$ cat src/rtl/rcts_pkg.sv
package rcts_pkg;

  // ---------------------------------------------------------------
  // timing and sizes
  // ---------------------------------------------------------------
  localparam int unsigned CLK_HZ        = 250_000_000;
  localparam int unsigned ABORT_MS      = 7;
  localparam int unsigned ABORT_CYCLES  = CLK_HZ / 1000 * ABORT_MS;
  localparam int unsigned FRAME_RATE    = 30;
  localparam int unsigned FRAME_CYCLES  = CLK_HZ / FRAME_RATE;
  localparam int unsigned EXPOSE_CYCLES = 1_000_000;
  localparam int unsigned READ_CYCLES   = 2_000_000;
  localparam int unsigned NUM_PORTS     = 4;
  localparam int unsigned NUM_STREAMS   = 3;
  localparam int unsigned PIX_W         = 16;
  localparam int unsigned FIFO_DEPTH    = 8;

  // ---------------------------------------------------------------
  // types
  // ---------------------------------------------------------------
  typedef struct packed {
    logic [PIX_W-1:0] data;
    logic             sof;
    logic             eof;
    logic             trig;
  } rcts_word_t;

  typedef enum logic [1:0] {
    RCTS_IDLE,
    RCTS_EXPOSE,
    RCTS_READ
  } rcts_cap_t;

endpackage

$ cat src/rtl/rcts_fifo.sv
`timescale 1ns/1ns
`default_nettype none
module rcts_fifo #(
  parameter int unsigned WIDTH = 19,
  parameter int unsigned DEPTH = 8
) (
  input  wire logic             clk,
  input  wire logic             rst,
  input  wire logic             flush,
  input  wire logic [WIDTH-1:0] in_data,
  input  wire logic             in_valid,
  output logic                  in_ready,
  output logic      [WIDTH-1:0] out_data,
  output logic                  out_valid,
  input  wire logic             out_ready
);
  localparam int unsigned AW = $clog2(DEPTH);

  if (DEPTH < 2 || (1 << AW) != DEPTH) begin : g_bad_depth
    $error("depth must be a power of two, at least 2");
  end

  logic [WIDTH-1:0] mem [DEPTH];
  logic [AW:0]      wr_ptr;
  logic [AW:0]      rd_ptr;
  logic             do_wr;
  logic             do_rd;

  assign do_wr = in_valid && in_ready;
  assign do_rd = out_valid && out_ready;
  assign in_ready = (wr_ptr - rd_ptr) != (AW+1)'(DEPTH);
  assign out_valid = wr_ptr != rd_ptr;
  assign out_data = mem[rd_ptr[AW-1:0]];

  always_ff @(posedge clk) begin
    if (do_wr) begin
      mem[wr_ptr[AW-1:0]] <= in_data;
    end
  end

  // flush drops partial frames still waiting
  always_ff @(posedge clk) begin
    if (rst || flush) begin
      wr_ptr <= '0;
      rd_ptr <= '0;
    end else begin
      if (do_wr) begin
        wr_ptr <= wr_ptr + 1'b1;
      end
      if (do_rd) begin
        rd_ptr <= rd_ptr + 1'b1;
      end
    end
  end
endmodule
`default_nettype wire

$ cat src/rtl/rcts_seq.sv
`timescale 1ns/1ns
`default_nettype none
module rcts_seq #(
  parameter int unsigned NPORT    = rcts_pkg::NUM_PORTS,
  parameter int unsigned NSTREAM  = rcts_pkg::NUM_STREAMS,
  parameter int unsigned ABORT_N  = rcts_pkg::ABORT_CYCLES,
  parameter int unsigned FRAME_N  = rcts_pkg::FRAME_CYCLES,
  parameter int unsigned EXPOSE_N = rcts_pkg::EXPOSE_CYCLES,
  parameter int unsigned READ_N   = rcts_pkg::READ_CYCLES
) (
  input  wire logic                         clk,
  input  wire logic                         rst,
  input  wire logic [NPORT-1:0]             trig_pin,
  input  wire logic [NPORT-1:0]             trig_en,
  input  wire logic [NPORT-1:0]             trig_invert,
  input  wire logic [NSTREAM-1:0]           stream_en,
  input  wire logic [rcts_pkg::PIX_W-1:0]   sensor_pix,
  output logic                              expose_start,
  output logic                              abort_active,
  output logic                              frame_drop,
  output logic      [NSTREAM-1:0]           out_valid,
  output var  rcts_pkg::rcts_word_t         out_word,
  input  wire logic                         out_ready,
  output logic                              overflow
);
  if (NPORT < 1 || NSTREAM < 1 || ABORT_N < 2 || FRAME_N < 2 ||
      EXPOSE_N < 1 || READ_N < 2 ||
      EXPOSE_N + READ_N > FRAME_N) begin : g_bad_params
    $error("bad sequencer parameters");
  end

  // ---------------------------------------------------------------
  // trigger inputs
  // ---------------------------------------------------------------
  logic [NPORT-1:0] sync1;
  logic [NPORT-1:0] sync2;
  logic [NPORT-1:0] prev;
  logic [NPORT-1:0] hit;
  logic             trig_pulse;

  always_ff @(posedge clk) begin
    if (rst) begin
      sync1 <= '0;
      sync2 <= '0;
      prev  <= '0;
    end else begin
      sync1 <= trig_pin;
      sync2 <= sync1;
      prev  <= sync2;
    end
  end

  genvar gi;
  generate
    for (gi = 0; gi < NPORT; gi++) begin : g_edge
      // rising edge unless inverted, then falling edge
      assign hit[gi] = trig_en[gi] && (trig_invert[gi] ?
                       (prev[gi] && !sync2[gi]) :
                       (!prev[gi] && sync2[gi]));
    end
  endgenerate
  // one pulse per edge; a held level never re-fires
  assign trig_pulse = |hit;

  // ---------------------------------------------------------------
  // abort interval and frame timing
  // ---------------------------------------------------------------
  logic [31:0] abort_cnt;
  logic [31:0] frame_cnt;
  logic        abort_end;
  logic        frame_tick;
  logic        trig_pend;

  assign abort_end  = abort_active && abort_cnt == 32'(ABORT_N - 1);
  assign frame_tick = !abort_active && frame_cnt == 32'(FRAME_N - 1);

  // a new trigger during the abort restarts the 7 ms interval
  always_ff @(posedge clk) begin
    if (rst) begin
      abort_active <= 1'b0;
      abort_cnt    <= '0;
    end else if (trig_pulse) begin
      abort_active <= 1'b1;
      abort_cnt    <= '0;
    end else if (abort_end) begin
      abort_active <= 1'b0;
    end else if (abort_active) begin
      abort_cnt <= abort_cnt + 32'h1;
    end
  end

  always_ff @(posedge clk) begin
    if (rst || abort_active) begin
      frame_cnt <= '0;
    end else if (frame_tick) begin
      frame_cnt <= '0;
    end else begin
      frame_cnt <= frame_cnt + 32'h1;
    end
  end

  // ---------------------------------------------------------------
  // capture engine
  // ---------------------------------------------------------------
  rcts_pkg::rcts_cap_t cap;
  logic [31:0]         cap_cnt;
  logic                cap_trig;
  logic                start;
  logic                rd_last;
  logic                push_valid;
  logic                push_ready;
  logic                flush;
  rcts_pkg::rcts_word_t push_word;

  assign start   = abort_end || frame_tick;
  assign rd_last = cap == rcts_pkg::RCTS_READ && cap_cnt == 32'(READ_N - 1);
  // abort kills the capture and purges its queued words everywhere
  assign flush   = trig_pulse;
  assign push_valid = cap == rcts_pkg::RCTS_READ;

  always_ff @(posedge clk) begin
    if (rst) begin
      cap      <= rcts_pkg::RCTS_IDLE;
      cap_cnt  <= '0;
      cap_trig <= 1'b0;
    end else if (trig_pulse) begin
      cap      <= rcts_pkg::RCTS_IDLE;
      cap_cnt  <= '0;
    end else if (start) begin
      cap      <= rcts_pkg::RCTS_EXPOSE;
      cap_cnt  <= '0;
      cap_trig <= abort_end;
    end else begin
      case (cap)
        rcts_pkg::RCTS_EXPOSE: begin
          if (cap_cnt == 32'(EXPOSE_N - 1)) begin
            cap     <= rcts_pkg::RCTS_READ;
            cap_cnt <= '0;
          end else begin
            cap_cnt <= cap_cnt + 32'h1;
          end
        end
        rcts_pkg::RCTS_READ: begin
          // a stalled output loses pixels; counted as overflow
          if (rd_last) begin
            cap     <= rcts_pkg::RCTS_IDLE;
            cap_cnt <= '0;
          end else begin
            cap_cnt <= cap_cnt + 32'h1;
          end
        end
        default: begin
          cap_cnt <= '0;
        end
      endcase
    end
  end

  always_ff @(posedge clk) begin
    if (rst) begin
      expose_start <= 1'b0;
      frame_drop   <= 1'b0;
      overflow     <= 1'b0;
    end else begin
      expose_start <= start && !trig_pulse;
      frame_drop   <= trig_pulse && cap != rcts_pkg::RCTS_IDLE;
      overflow     <= push_valid && !push_ready && !trig_pulse;
    end
  end

  assign push_word.data = sensor_pix;
  assign push_word.sof  = cap_cnt == 32'h0;
  assign push_word.eof  = rd_last;
  assign push_word.trig = cap_trig;

  // ---------------------------------------------------------------
  // output buffer, one copy fanned out to every enabled stream
  // ---------------------------------------------------------------
  rcts_pkg::rcts_word_t fifo_word;
  logic                 fifo_valid;
  logic                 fifo_take;

  rcts_fifo #(
    .WIDTH ($bits(rcts_pkg::rcts_word_t)),
    .DEPTH (rcts_pkg::FIFO_DEPTH)
  ) u_fifo (
    .clk       (clk),
    .rst       (rst),
    .flush     (flush),
    .in_data   (push_word),
    .in_valid  (push_valid && !trig_pulse),
    .in_ready  (push_ready),
    .out_data  (fifo_word),
    .out_valid (fifo_valid),
    .out_ready (fifo_take)
  );

  // registered output stage; all streams share one ready
  assign fifo_take = fifo_valid && (out_valid == '0 || out_ready);

  always_ff @(posedge clk) begin
    if (rst || flush) begin
      out_valid <= '0;
      out_word  <= '0;
    end else if (fifo_take) begin
      out_valid <= stream_en;
      out_word  <= fifo_word;
    end else if (out_ready) begin
      out_valid <= '0;
    end
  end

  // ---------------------------------------------------------------
  // checks
  // ---------------------------------------------------------------
  a_abort_length: assert property (@(posedge clk) disable iff (rst)
    $rose(abort_active) |-> abort_active [*8])
    else $error("abort ended too early");

  a_abort_start: assert property (@(posedge clk) disable iff (rst)
    trig_pulse |=> abort_active && cap == rcts_pkg::RCTS_IDLE)
    else $error("trigger did not abort capture");

  a_trig_expose: assert property (@(posedge clk) disable iff (rst)
    abort_end && !trig_pulse |=> cap == rcts_pkg::RCTS_EXPOSE && cap_trig)
    else $error("triggered exposure not started");

  a_resume_gap: assert property (@(posedge clk) disable iff (rst)
    $fell(abort_active) |-> !frame_tick [*2])
    else $error("internal timing resumed too soon");

  a_edge_once: assert property (@(posedge clk) disable iff (rst)
    hit != '0 |=> (hit & $past(hit)) == '0)
    else $error("held level fired twice");

  a_drop_flush: assert property (@(posedge clk) disable iff (rst)
    trig_pulse |=> out_valid == '0 && !fifo_valid)
    else $error("aborted words not discarded");

  a_stream_all: assert property (@(posedge clk) disable iff (rst)
    fifo_take && !flush |=> out_valid == $past(stream_en))
    else $error("word not sent on every enabled stream");

  a_edge_polar: assert property (@(posedge clk) disable iff (rst)
    trig_en[0] && !trig_invert[0] && !prev[0] && sync2[0] |-> trig_pulse)
    else $error("rising edge missed");

  a_free_run: assert property (@(posedge clk) disable iff (rst)
    frame_tick && !trig_pulse |=> cap == rcts_pkg::RCTS_EXPOSE)
    else $error("internal exposure not started");
endmodule
`default_nettype wire

$ cat config.mk
export PLATFORM = sky130hd
export DESIGN_NAME = rcts_seq
export DESIGN_NICKNAME = d
export VERILOG_FILES = /design/src/rtl/rcts_pkg.sv /design/src/rtl/rcts_fifo.sv /design/src/rtl/rcts_seq.sv
export SDC_FILE = /design/constraint.sdc
export NUM_CORES = 1
export LEC_CHECK = 0
export ABC_CLOCK_PERIOD_IN_PS = 9700
export BUFFER_PORTS_ARGS = -buffer_cell sky130_fd_sc_hd__buf_2
export CAP_MARGIN = 20
export CELL_PAD_IN_SITES_DETAIL_PLACEMENT = 1
export CELL_PAD_IN_SITES_GLOBAL_PLACEMENT = 1
export CORE_UTILIZATION = 54
export DETAILED_ROUTE_END_ITERATION = 12
export PLACE_DENSITY = 0.8
export SETUP_SLACK_MARGIN = 0.1
export SYNTH_ARGS = -nofsm -noshare
export SYNTH_HDL_FRONTEND = slang
export SYNTH_SLANG_ARGS = --single-unit
$ cat constraint.sdc
create_clock -name clk -period 9.7 [get_ports clk]
set_input_delay 0.97 -clock clk [delete_from_list [all_inputs] [get_ports clk]]
set_output_delay 0.97 -clock clk [all_outputs]
set_load 0.02 [all_outputs]
==> key figures <==
Run status
  • Status: complete, no violations

STA
  • RSZ-0062 raised after global routing: no
  • Worst slew margin: 27.1%
  • Fin Setup TNS: 0 ns
  • Clk_skew: 0.0134 ns
  • F_max: about 0.22 GHz
  • Final hold vios: 0
  • Final setup vio count: 0
  • Crit share post-route: 46.2%
  • Period minus WS final: 4.48 ns
  • Setup WS post-layout: 5.22 ns
  • Final Max Slew Viols: 0
  • Worst-margin pin slew: between 1 and 1.5 ns

Die
  • # IOs: 60
  • Core Footprint: around 22000 um2
  • Chip height: 152 um
  • Initial cell density of the core: 55.3%
  • Die area: 23000 um2
  • Die W: 152 um
  • Row Count: 54

CTS
  • TritonCTS clock tree: built
  • Max clock buf depth: 3
  • Clock latency on the worst-skew pair: 0.55 ns
  • Clock sink total: just under 300
  • # hold bufs at CTS: 0
  • Worst-path clk slew: approximately 0.06 ns
  • Post-CTS Setup Bufs: 0
  • Post-CTS sizing: 0
  • Root buffer cell: clkbuf_16
  • H-tree depth: 1
  • Number of buffers created by CTS: 31

Routing
  • Drt via density: between 5 and 6
  • Via count: 7886
  • Post-route ant nets: 0
  • Drt first-iter violations: 545
  • Final wirelength: 28000 um
  • Post-route DRC violation count: 0
  • 1st-pass router iterations: 4
  • Avg WL per Cell: 20.7 um

Critical path
  • Top cell by count, worst path: buf_4
  • Worst setup EP type: register
  • CP Launch Type: register
  • CP Cell Sequence: inv_1, ha_1, or4b_1, a21o_1, a21oi_1, nand3b_1, nor4_2, buf_4, buf_4
  • Crit Path Category: reg2reg
  • CP peak stage delay: ~0.91 ns
  • R2r setup slk: 5.22 ns
  • Data arrival time of the worst path: approximately 4.8 ns
  • CP Data Required Time: 9.99 ns
  • FF-to-FF Start: u_fifo.rd_ptr[2]
  • FF-to-FF path depth: 9
  • Crit path max-delay cell type: dfxtp_1
  • Crit Reg-Reg Endpoint: u_fifo.mem[1][13]
  • Crit Path Max Fanout: 21

Layout
  • Layout cells sized above 1: 17.0%
  • Design Area, Final: 13800 um2
  • Most common cell after layout, fill and taps aside: edfxtp_1
  • P&R area growth vs syn: 14.5%
  • Diodes inserted: 0
  • Nets: 1094
  • Final std cells w/o fill: 1351
  • Commonest cells after routing, fill and taps aside: edfxtp_1 (152), dfxtp_1 (143), nor2_1 (139), nand2_1 (86), buf_2 (60)
  • FILL cells: 2220

Placed design
  • Final Wtd Congestion: 0.787
  • Placed insts: 1292
  • HPWL Detailed: 17900 um
  • Dpl cell area: approximately 13000 um2
  • Placement Setup Slack: 5.10 ns
  • Number of I/O port buffers: 59

Synthesis
  • Synth Area per Inst: 12.3 um2
  • Netlist Area Pre-Place: ~12000 um2
  • Number of synthesized flops with an enable pin: 152
  • Post-synthesis sequential area ratio: 61.7%
  • Syn Inst Count: 980
  • Asr flop ratio synth: 0%
  • Ys Warns: 0
  • Flops & latches, synth: around 300
  • Syn_nets: ~1000
  • Count of different cell masters after synthesis: 48
  • Most used flip-flop cell after synthesis: edfxtp_1

Flow run
  • Max cap viols: 0

Power
  • Lkg Pwr: 4.56 nW
  • Cell Pwr Density: approximately 190 nW/um2
  • Overall power: between 2 and 3 mW
  • Worst vdd ir: ~0.00016 V

Global route
  • M2 GR Usage: between 40% and 50%
  • First-pass GRT wire length: 44500 um
  • Initial antenna violation count: 0
  • GRT met1 Usage: 34.6%
  • Pin count of the biggest net entering global routing: 64
  • Global route hottest layer: met2
  • Global route total overflow: 0
  • Vias in the first global route: 8098
  • GRT met3 Usage: 3.89%
  • Total Routing Usage GR: 25.4%

Worst hold path
  • Type of the most critical hold path: reg2reg
  • Hold_sp: sync1[0]
  • Min-Delay Path Depth: 1
  • WHS Endpoint: sync2[0]
## worst max path at each step
stage                     slack [ns]           endpoint        startpoint  cells past startpoint
after floorplan                 5.09   u_fifo.mem[4][0]  u_fifo.rd_ptr[1]                     10
after global placement          5.41   u_fifo.mem[1][4]  u_fifo.rd_ptr[2]                      8
after detailed placement        5.10   u_fifo.mem[1][6]  u_fifo.rd_ptr[2]                      8
after CTS                       4.92  u_fifo.mem[1][13]  u_fifo.rd_ptr[2]                      8
after global routing            5.02  u_fifo.mem[1][13]  u_fifo.rd_ptr[2]                      9
final                           5.22  u_fifo.mem[1][13]  u_fifo.rd_ptr[2]                      9
## per-stage QoR
stage / utilization, % / hold WS [ns]
floorplan: - / 0.414
global placement: 58.1 / 0.419
detailed placement: 58.2 / 0.438
CTS: 63.1 / 0.453
global route: 63.3 / 0.461
finish: 63.3 / 0.447
## per-layer routing
layer / share of wire (%) / vias to the layer above
li1: - / 3703
met3: 4.7 / 47
met4: 1.8 / 0
met2: 49 / 168
met5: 0 / -
met1: 44 / 3968
## cell type report
class / count / area, um2 / area share (%)
Inverter: 20 / 75.1 / 0.542
Timing Repair Buffer: 74 / 433 / 3.13
Sequential cell: 297 / 7470 / 53.9
Clock buffer: 36 / 795 / 5.74
Multi-Input combinational cell: 623 / 4440 / 32.0
Tap cell: 280 / 350 / 2.53
Clock inverter: 21 / 290 / 2.10
## Yosys cell counts (4+ instances only)
| cell type | instances | area share [%] |
|---|---|---|
| dfxtp_1 | 145 | 24 |
| nand3_1 | 40 | 1.7 |
| xnor2_1 | 45 | 3.3 |
| buf_2 | 9 | 0.37 |
| nand2_1 | 86 | 2.7 |
| a21oi_1 | 15 | 0.62 |
| nor2_1 | 140 | 4.3 |
| a311oi_1 | 19 | 1.4 |
| and3_1 | 13 | 0.67 |
| and4_1 | 13 | 0.94 |
| nor2b_1 | 17 | 0.88 |
| edfxtp_1 | 152 | 38 |
| ha_1 | 13 | 1.3 |
| and3b_1 | 4 | 0.29 |
| nand4_1 | 26 | 1.3 |
| inv_1 | 20 | 0.62 |
| nor4b_1 | 8 | 0.58 |
| nor4_1 | 21 | 1.1 |
| mux2i_1 | 4 | 0.33 |
| xor2_1 | 42 | 3.0 |
| o21ai_0 | 17 | 0.70 |
| nor3_1 | 17 | 0.70 |
| nor3b_1 | 7 | 0.43 |
| or3_1 | 11 | 0.57 |
| clkbuf_1 | 24 | 0.74 |
| mux4_2 | 38 | 7.1 |
## report_power, final
group | total (mW) | switching [mW] | internal [mW]
combinational | 0.0508 | 0.0351 | 0.0157
sequential | 1.32 | 0.00407 | 1.32
clock | 1.26 | 0.486 | 0.772
## flip-flops by register name, indices dropped and copies added (netlist names), 19 cells and up
name        count
abort_cnt      32
cap_cnt        32
out_word       19
frame_cnt      32
u_fifo.mem    152
## worst max-delay path: cells and delay by family, from the launching register on
kind | cells | cell delay [ns]
buffers and inverters | 3 | 0.99
AOI/OAI and AO/OA | 2 | 0.53
DFF | 1 | 0.91
and+or+nand+nor | 3 | 1.26
adders and majority gates | 1 | 0.52
## cells by family after synthesis
kind of cell	share of synthesized area [%]
flip-flops	61.7
AND/OR/NAND/NOR	17.8
AO/OA/AOI/OAI	3.30
buffers and inverters	2.15
XOR/XNOR	6.30
adder cells (fa/ha/maj)	1.34
multiplexers	7.40
(Power assumes the default switching activity.)
